==> src/rtl/tcl_defs.svh <==
// Register offsets, field positions, reset values and timing figures of the conversion and limit block.
`ifndef TCL_DEFS_SVH
`define TCL_DEFS_SVH
// Register addresses seen by the register access port.
`define TCL_ADDR_STATUS 3'h0
`define TCL_ADDR_CONFIG 3'h1
`define TCL_ADDR_TEMP 3'h2
`define TCL_ADDR_ID 3'h3
`define TCL_ADDR_CRIT 3'h4
`define TCL_ADDR_HYST 3'h5
`define TCL_ADDR_HIGH 3'h6
`define TCL_ADDR_LOW 3'h7
// Configuration field positions.
`define TCL_CFG_FQ_LSB 0
`define TCL_CFG_CRIT_POL 2
`define TCL_CFG_INTPOL 3
`define TCL_CFG_IRQMODE 4
`define TCL_CFG_MODE_LSB 5
`define TCL_CFG_RES16 7
// Operating mode encodings.
`define TCL_MODE_CONT 2'h0
`define TCL_MODE_ONESHOT 2'h1
`define TCL_MODE_SPS 2'h2
`define TCL_MODE_SHUT 2'h3
// Power-on values.
`define TCL_CFG_RST 8'h00
`define TCL_TEMP_RST 16'h0000
`define TCL_CRIT_RST 16'h4980
`define TCL_HYST_RST 4'h5
`define TCL_HIGH_RST 16'h2000
`define TCL_LOW_RST 16'h0500
// Timing figures in milliseconds and the clock rate in kHz.
`define TCL_CLK_KHZ 100000
`define TCL_CONV_MS 240
`define TCL_FAST_MS 6
`define TCL_SPS_CONV_MS 60
`define TCL_SPS_IDLE_MS 940
`define TCL_WAKE_MS 1
`endif

==> src/rtl/tcl_pkg.sv <==
// Types shared by the conversion and limit block.
package tcl_pkg;
  // Conversion sequencer states.
  typedef enum logic [2:0] {ST_FAST, ST_CONV, ST_IDLE, ST_WAKE, ST_SHUT} tcl_state_e;
endpackage : tcl_pkg

==> src/rtl/tcl_top.sv <==
// Conversion sequencing, result storage and limit alarm logic of the temperature sensor.
// How it works
// - continuous mode restarts conversion, 240 ms each
// - every finished result goes to temperature register
// - first conversion after power-up is fast, 6 ms
// - default limits trip alarms at 147, 64, 10 C
// - conversions timed by internal clock, not serial
// - compare against critical, upper and lower limits
// - mode 01 runs one conversion then shuts down
// - rewriting 01 starts another single conversion
// - interrupt mode: any register read clears alarms
// - one-shot comparator: mode write clears limit alarm
// - one-shot comparator: mode write clears critical alarm
// - mode 10: 60 ms conversion, 940 ms idle
// - 11 shuts down, 00 wakes after 1 ms
// - shutdown keeps last result readable
// - leaving shutdown starts a new conversion
// - alarms need the configured consecutive fault count
// - non-fault conversion clears fault counter
// - LSB is 0.0625 C or 0.0078 C
// - 13-bit format carries low/high/crit flags in bits 2:0
// - configuration bit 7 selects 16-bit results
// - fault field 00..11 means 1..4 faults
// - critical alarm polarity set by its polarity bit
`include "tcl_defs.svh"
module tcl_top import tcl_pkg::*; #(
  parameter int CONV_CYC = `TCL_CONV_MS * `TCL_CLK_KHZ,
  parameter int FAST_CYC = `TCL_FAST_MS * `TCL_CLK_KHZ,
  parameter int SPS_CONV_CYC = `TCL_SPS_CONV_MS * `TCL_CLK_KHZ,
  parameter int SPS_IDLE_CYC = `TCL_SPS_IDLE_MS * `TCL_CLK_KHZ,
  parameter int WAKE_CYC = `TCL_WAKE_MS * `TCL_CLK_KHZ
) (
  input wire logic mclk,
  input wire logic arst_n,
  input wire logic [15:0] adc_sample,
  input wire logic reg_wr,
  input wire logic reg_rd,
  input wire logic [2:0] reg_addr,
  input wire logic [15:0] reg_wdata,
  output logic [15:0] reg_rdata_r,
  output logic critical_alarm_out_r,
  output logic limit_alarm_out_r
);
  // Reset synchroniser stages; rst_n_r is the released copy used everywhere.
  logic rst_m_r;
  logic rst_n_r;
  // Two-stage capture of the modulator word, which comes from outside this clock.
  logic [15:0] samp_m_r;
  logic [15:0] samp_r;
  // Programmable registers and the measured temperature result.
  logic [7:0] sensor_configuration_r;
  logic [15:0] measured_temperature_r;
  logic [15:0] critical_limit_r;
  logic [3:0] limit_hysteresis_r;
  logic [15:0] upper_limit_r;
  logic [15:0] lower_limit_r;
  // Sequencer state and its down counter.
  tcl_state_e state_r;
  logic [26:0] cnt_r;
  // Fault queue counter and the two alarm states.
  logic [2:0] fault_cnt_r;
  logic crit_act_r;
  logic lim_act_r;
  // Decoded helpers.
  logic [1:0] mode;
  logic mode_wr;
  logic conv_done;
  logic [15:0] res;
  logic [15:0] hyst;
  logic over_crit;
  logic over_high;
  logic under_low;
  logic any_fault;
  logic queue_full;
  logic crit_in_band;
  logic lim_in_band;

  // Truncates a word to the active resolution so comparisons use only live bits.
  function automatic logic [15:0] at_res(input logic [15:0] v, input logic r16);
    at_res = r16 ? v : {v[15:3], 3'h0};
  endfunction : at_res

  // Signed greater-than of two words at the active resolution.
  function automatic logic sgt(input logic [15:0] a, input logic [15:0] b, input logic r16);
    sgt = $signed(at_res(a, r16)) > $signed(at_res(b, r16));
  endfunction : sgt

  // Reset release through two flip-flops.
  always_ff @(posedge mclk or negedge arst_n) begin
    if (!arst_n) begin
      rst_m_r <= 1'b0;
      rst_n_r <= 1'b0;
    end else begin
      rst_m_r <= 1'b1;
      rst_n_r <= rst_m_r;
    end
  end

  // Modulator word synchroniser; only the second stage is read.
  always_ff @(posedge mclk or negedge rst_n_r) begin
    if (!rst_n_r) begin
      samp_m_r <= 16'h0000;
      samp_r <= 16'h0000;
    end else begin
      samp_m_r <= adc_sample;
      samp_r <= samp_m_r;
    end
  end

  assign mode = sensor_configuration_r[`TCL_CFG_MODE_LSB +: 2];
  assign mode_wr = reg_wr && (reg_addr == `TCL_ADDR_CONFIG);
  assign conv_done = (state_r == ST_FAST || state_r == ST_CONV) && (cnt_r == 27'h0000000);
  assign res = at_res(samp_r, sensor_configuration_r[`TCL_CFG_RES16]);
  // Hysteresis is whole degrees; one degree is 128 counts of the 16-bit word.
  assign hyst = {5'h00, limit_hysteresis_r, 7'h00};
  // Signed limit comparisons at the selected resolution.
  assign over_crit = sgt(res, critical_limit_r, sensor_configuration_r[`TCL_CFG_RES16]);
  assign over_high = sgt(res, upper_limit_r, sensor_configuration_r[`TCL_CFG_RES16]);
  assign under_low = sgt(lower_limit_r, res, sensor_configuration_r[`TCL_CFG_RES16]);
  assign any_fault = over_crit || over_high || under_low;
  // The field value plus one is the number of consecutive faults required.
  assign queue_full = ({1'b0, fault_cnt_r} + 4'h1) >= ({2'h0, sensor_configuration_r[1:0]} + 4'h1);
  assign crit_in_band = !sgt(res, critical_limit_r - hyst, 1'b1);
  assign lim_in_band = !sgt(res, upper_limit_r - hyst, 1'b1) && !sgt(lower_limit_r + hyst, res, 1'b1);

  // Register writes from the access port; setpoints and configuration are writable.
  always_ff @(posedge mclk or negedge rst_n_r) begin
    if (!rst_n_r) begin
      sensor_configuration_r <= `TCL_CFG_RST;
      critical_limit_r <= `TCL_CRIT_RST;
      limit_hysteresis_r <= `TCL_HYST_RST;
      upper_limit_r <= `TCL_HIGH_RST;
      lower_limit_r <= `TCL_LOW_RST;
    end else if (reg_wr) begin
      if (reg_addr == `TCL_ADDR_CONFIG) begin
        sensor_configuration_r <= reg_wdata[7:0];
      end else if (reg_addr == `TCL_ADDR_CRIT) begin
        critical_limit_r <= reg_wdata;
      end else if (reg_addr == `TCL_ADDR_HYST) begin
        limit_hysteresis_r <= reg_wdata[3:0];
      end else if (reg_addr == `TCL_ADDR_HIGH) begin
        upper_limit_r <= reg_wdata;
      end else if (reg_addr == `TCL_ADDR_LOW) begin
        lower_limit_r <= reg_wdata;
      end
    end
  end

  // Conversion sequencer, counted on mclk only, never on the serial clock.
  always_ff @(posedge mclk or negedge rst_n_r) begin
    if (!rst_n_r) begin
      state_r <= ST_FAST;
      cnt_r <= 27'(FAST_CYC - 1);
    end else if (mode_wr) begin
      // A mode write takes effect at once.
      case (reg_wdata[`TCL_CFG_MODE_LSB +: 2])
        `TCL_MODE_ONESHOT: begin
          state_r <= ST_CONV;
          cnt_r <= 27'(CONV_CYC - 1);
        end
        `TCL_MODE_SPS: begin
          state_r <= ST_CONV;
          cnt_r <= 27'(SPS_CONV_CYC - 1);
        end
        `TCL_MODE_SHUT: begin
          state_r <= ST_SHUT;
          cnt_r <= 27'h0000000;
        end
        default: begin
          // Continuous: wake from shutdown, start a conversion from idle, otherwise keep running.
          if (state_r == ST_SHUT) begin
            state_r <= ST_WAKE;
            cnt_r <= 27'(WAKE_CYC - 1);
          end else if (state_r == ST_IDLE) begin
            state_r <= ST_CONV;
            cnt_r <= 27'(CONV_CYC - 1);
          end
        end
      endcase
    end else begin
      case (state_r)
        ST_FAST, ST_CONV: begin
          if (cnt_r != 27'h0000000) begin
            cnt_r <= cnt_r - 27'h0000001;
          end else if (mode == `TCL_MODE_CONT) begin
            state_r <= ST_CONV;
            cnt_r <= 27'(CONV_CYC - 1);
          end else if (mode == `TCL_MODE_SPS) begin
            state_r <= ST_IDLE;
            cnt_r <= 27'(SPS_IDLE_CYC - 1);
          end else begin
            state_r <= ST_SHUT;
          end
        end
        ST_IDLE: begin
          if (cnt_r != 27'h0000000) begin
            cnt_r <= cnt_r - 27'h0000001;
          end else begin
            state_r <= ST_CONV;
            cnt_r <= 27'(SPS_CONV_CYC - 1);
          end
        end
        ST_WAKE: begin
          if (cnt_r != 27'h0000000) begin
            cnt_r <= cnt_r - 27'h0000001;
          end else begin
            state_r <= ST_CONV;
            cnt_r <= 27'(CONV_CYC - 1);
          end
        end
        default: begin
          // Shutdown holds until a mode write.
          cnt_r <= 27'h0000000;
        end
      endcase
    end
  end

  // Result storage; 13-bit mode places the three limit flags in the low bits.
  always_ff @(posedge mclk or negedge rst_n_r) begin
    if (!rst_n_r) begin
      measured_temperature_r <= `TCL_TEMP_RST;
    end else if (conv_done) begin
      if (sensor_configuration_r[`TCL_CFG_RES16]) begin
        measured_temperature_r <= samp_r;
      end else begin
        measured_temperature_r <= {samp_r[15:3], under_low, over_high, over_crit};
      end
    end
  end

  // Consecutive fault counter.
  always_ff @(posedge mclk or negedge rst_n_r) begin
    if (!rst_n_r) begin
      fault_cnt_r <= 3'h0;
    end else if (conv_done) begin
      if (!any_fault) begin
        fault_cnt_r <= 3'h0;
      end else if (!queue_full) begin
        fault_cnt_r <= fault_cnt_r + 3'h1;
      end
    end
  end

  // Alarm states; a setting conversion wins over any clear in the same cycle.
  always_ff @(posedge mclk or negedge rst_n_r) begin
    if (!rst_n_r) begin
      crit_act_r <= 1'b0;
      lim_act_r <= 1'b0;
    end else begin
      if (conv_done && queue_full && over_crit) begin
        crit_act_r <= 1'b1;
      end else if (sensor_configuration_r[`TCL_CFG_IRQMODE] && reg_rd) begin
        crit_act_r <= 1'b0;
      end else if (!sensor_configuration_r[`TCL_CFG_IRQMODE] && crit_in_band && (conv_done || mode_wr)) begin
        crit_act_r <= 1'b0;
      end
      if (conv_done && queue_full && (over_high || under_low)) begin
        lim_act_r <= 1'b1;
      end else if (sensor_configuration_r[`TCL_CFG_IRQMODE] && reg_rd) begin
        lim_act_r <= 1'b0;
      end else if (!sensor_configuration_r[`TCL_CFG_IRQMODE] && lim_in_band && (conv_done || mode_wr)) begin
        lim_act_r <= 1'b0;
      end
    end
  end

  // Pin levels: polarity bit 0 drives the active state low.
  always_ff @(posedge mclk or negedge rst_n_r) begin
    if (!rst_n_r) begin
      critical_alarm_out_r <= 1'b1;
      limit_alarm_out_r <= 1'b1;
    end else begin
      critical_alarm_out_r <= ~(crit_act_r ^ sensor_configuration_r[`TCL_CFG_CRIT_POL]);
      limit_alarm_out_r <= ~(lim_act_r ^ sensor_configuration_r[`TCL_CFG_INTPOL]);
    end
  end

  // Read data, one cycle after the read strobe; the result stays readable in shutdown.
  always_ff @(posedge mclk or negedge rst_n_r) begin
    if (!rst_n_r) begin
      reg_rdata_r <= 16'h0000;
    end else if (reg_rd) begin
      if (reg_addr == `TCL_ADDR_CONFIG) begin
        reg_rdata_r <= {8'h00, sensor_configuration_r};
      end else if (reg_addr == `TCL_ADDR_TEMP) begin
        reg_rdata_r <= measured_temperature_r;
      end else if (reg_addr == `TCL_ADDR_CRIT) begin
        reg_rdata_r <= critical_limit_r;
      end else if (reg_addr == `TCL_ADDR_HYST) begin
        reg_rdata_r <= {12'h000, limit_hysteresis_r};
      end else if (reg_addr == `TCL_ADDR_HIGH) begin
        reg_rdata_r <= upper_limit_r;
      end else if (reg_addr == `TCL_ADDR_LOW) begin
        reg_rdata_r <= lower_limit_r;
      end else begin
        reg_rdata_r <= 16'h0000;
      end
    end
  end
endmodule : tcl_top

==> config.mk <==
export PLATFORM = sky130hd
export DESIGN_NAME = tcl_top
export DESIGN_NICKNAME = d
export VERILOG_FILES = /design/src/rtl/tcl_pkg.sv /design/src/rtl/tcl_top.sv
export VERILOG_INCLUDE_DIRS = /design/src /design/src/rtl
export SDC_FILE = /design/constraint.sdc
export NUM_CORES = 1
export LEC_CHECK = 0
export BUFFER_PORTS_ARGS = -buffer_cell sky130_fd_sc_hd__buf_4
export CAP_MARGIN = 20
export CORE_MARGIN = 4
export CORE_UTILIZATION = 25
export CTS_CLUSTER_SIZE = 14
export DETAILED_ROUTE_END_ITERATION = 10
export PLACE_DENSITY = 0.35
export RECOVER_POWER = 100
export SYNTH_ARGS = -nofsm -noshare
export SYNTH_HDL_FRONTEND = slang
export SYNTH_SLANG_ARGS = --single-unit
==> constraint.sdc <==
create_clock -name mclk -period 5.9 [get_ports mclk]
set_clock_uncertainty 0.2 [all_clocks]
set_input_delay 1.18 -clock mclk [delete_from_list [all_inputs] [get_ports mclk]]
set_output_delay 1.18 -clock mclk [all_outputs]
set_load 0.02 [all_outputs]
==> impl_results.md <==
- Status: finished with violations
- Failing checks: max-capacitance violations, max-slew violations
- Lkg Pwr: 5.23 nW
- Avg WL per Cell: 20.2 µm
- Yosys warning count: 0
- CTS Buffer Depth: 2
- Clock share of power: 24.4%
- Postcts setup bufs: 0
- Yosys cell types: 73
- Layout cells sized above 1: 12.7%
- Inst Count DP: 1,637
- Largest net degree at the start of global routing: 125
- Post-route ant nets: 0
- EDFF count, synth: 0
- Switch share: 40.1%
- Post-Synthesis Cells: 1,088
- Power Density: 403 mW/mm²
- Post-layout total power: 4.68 mW
- Detailed Place HPWL: 26,100 µm
- Starting Density: 25.5%
- CP Max Fanout: 39
- Crit share post-route: 77.5%
- Post-route minimum period: 4.57 ns
- Worst-path clk slew: 0.07 ns
- P&R area growth vs syn: 14.2%
- Syn_nets: 1,238
- Switch Pwr: 1.88 mW
- Placeable Area: 0.0400 mm²
- Most common cell in the synthesized netlist: dfrtp_1
- Die width: 210 µm
- Vias in the first global route: 8,277
- Syn Std Cell Area: 0.0102 mm²
- Via count: 7,956
- Initial antenna violation count: 0
- Die span in y: 210 µm
- Endpoint type of the worst setup path: register
- Critical Path RT: 5.99 ns
- Avg Cell Area, Syn: 9.36 µm²
- Global Route Usage Sum: 15.6%
- Post-synthesis adder-cell area fraction: 13.9%
- Synth Area in XOR/XNOR: 2.58%
- Die area: 0.0440 mm²
- Num Clock Sinks: 163
- Hold_buf cts: 0
- First-pass GRT wire length: 52,100 µm
- VDD IR max: 190 µV
- Sequential area share after synthesis: 40.4%
- Slew margin rel.: -14.4%
- Largest family of logic cells by synthesized area: compound AO/OA/AOI/OAI gates
- I/O Pins: 57
- Synth area leader: dfrtp_1
- Actual slew at the worst max-slew pin: 1.72 ns
- Post-CTS sizing: 0
- Final Non-Filler Cells: 1,669
- Clock root buffer: clkbuf_16
- First-pass DRT Iterations: 4
- DRC viols: 0
- Count of input and output buffers: 56
- Vias per std cell: 4.77
- Setup violations, final: 0
- Fmax: 219 MHz
- Setup CP Type: primary input to register
- Internal power: 2.80 mW
- Post-Route WL: 33,700 µm
- WP data arrival: 4.67 ns
- Max H-tree Level: 4
- Most frequent cells after synthesis: dfrtp_1 (139), nand2_1 (126), ha_1 (108)
- Mux cell area share after synthesis: 5.91%
- Setup_tns: 0 ns
- Rows: 73
- Filler cells: 4,292
- RSZ-0062 raised after global routing: no
- Hold Violations, Final: 0
- Hold WS: 0.142 ns
- Comb pwr share: 38.4%
- Worst setup SP type: primary input
- Number of diodes: 0
- Cts bufs inserted: 17
- Initial DRC count: 445
- Area share of the largest cell type after synthesis: 34.2%
- Nets: 1,281
- Yosys reg bits: 163
- Prevailing post-synth register cell: dfrtp_1
- GR Overflow Total: 0
- Worst Hold Class: register to register
- Synth Area in Compound Gates: 17.2%
- Largest cells by area after synthesis: dfrtp_1 (34%), ha_1 (13%), dfstp_2 (6.2%)
- Worst skew pair latency: 0.45 ns
- Slew Limit Fails: 78
- Max Cap Viol: 2
- Synth async-reset ratio: 100%
- Gpl congestion: 0.798
- CTS tree: yes
- Part of the power in registers: 37.2%
- Post-Synth Simple-Gate Area: 15.6%
state kept, by name, summed over array words and instances, names as in the netlist, 8 cells and up:
| register | flops |
|---|---|
| cnt_r | 27 |
| critical_limit_r | 16 |
| lower_limit_r | 16 |
| measured_temperature_r | 16 |
| reg_rdata_r | 16 |
| samp_m_r | 16 |
| samp_r | 16 |
| upper_limit_r | 16 |
| sensor_configuration_r | 8 |
cell usage in the layout, fill, tap and decap left out, types with 39 or more instances in the layout:
master   synthesis  routed
nor2_1          65      65
nand2_1        126     126
dfrtp_1        139     139
ha_1           108     108
inv_1           75      75
mux2_2          39      39
o21ai_0         82      89
a21oi_1         91      91
cell type report:
cell class | instances | area, µm² | area share (%)
Sequential cell | 163 | 4110 | 35.3
Timing Repair Buffer | 62 | 395 | 3.40
Clock buffer | 22 | 464 | 3.99
Tap cell | 525 | 657 | 5.65
Clock inverter | 10 | 110 | 0.947
Multi-Input combinational cell | 812 | 5610 | 48.2
Inverter | 75 | 282 | 2.42
path summary, 6_finish.rpt:
kind                                  startpoint           end  slack [ns]  depth (start not counted)
max in group asynchronous                rst_n_r  samp_m_r[14]        3.58                          1
hold reg to reg                      samp_m_r[3]     samp_r[3]        0.14                          0
hold / removal                       samp_m_r[3]     samp_r[3]        0.14                          0
setup / recovery                     reg_addr[2]     cnt_r[17]        1.33                          7
min in group asynchronous                 arst_n       rst_n_r        0.31                          1
setup reg to reg           limit_hysteresis_r[0]    crit_act_r        1.87                         14
worst max-delay path, cell delays in order:
cell and delay (ns):
clkbuf_1 1.20, nand3b_1 0.64, nand2_1 0.24, o22ai_1 1.01, nor2_1 0.11, o22ai_1 0.16
nand2_1 0.09
cells by family after synthesis:
| kind of cell | count (synthesis) |
|---|---|
| other | 1 |
| and+or+nand+nor | 325 |
| DFF | 163 |
| AOI/OAI and AO/OA | 291 |
| xor gates and xnor gates | 30 |
| muxes | 54 |
| buffers and inverters | 113 |
| adders and majority gates | 111 |
per-layer routing:
layer	vias to the layer above	GRT usage, %	wire length [µm]
met3	11	2.88	1080
met5	-	0	0
li1	3966	-	-
met4	0	2.70	224
met2	105	26.6	16500
met1	3874	21.0	15900
per-stage QoR:
step / cell area, µm² / worst slack (ns) / util (%)
after detailed placement: 11200 / 1.55 / 27.9
after floorplan: 10200 / 0.864 / -
after global placement: 11200 / 1.70 / 27.9
after global routing: 11600 / 0.810 / 29.1
after CTS: 11700 / 1.85 / 29.3
final: 11600 / 1.33 / 29.1
power by group through the flow:
stage / Sequential (mW) / Combinational [mW] / Clock, mW
after CTS: 1.75 / 1.85 / 1.18
after floorplan: 1.66 / 1.34 / 0
after detailed placement: 1.77 / 1.84 / 0
final: 1.74 / 1.80 / 1.14
after global placement: 1.78 / 1.84 / 0
after global routing: 1.79 / 2.07 / 1.22
Power figures use the tool's default switching activity.
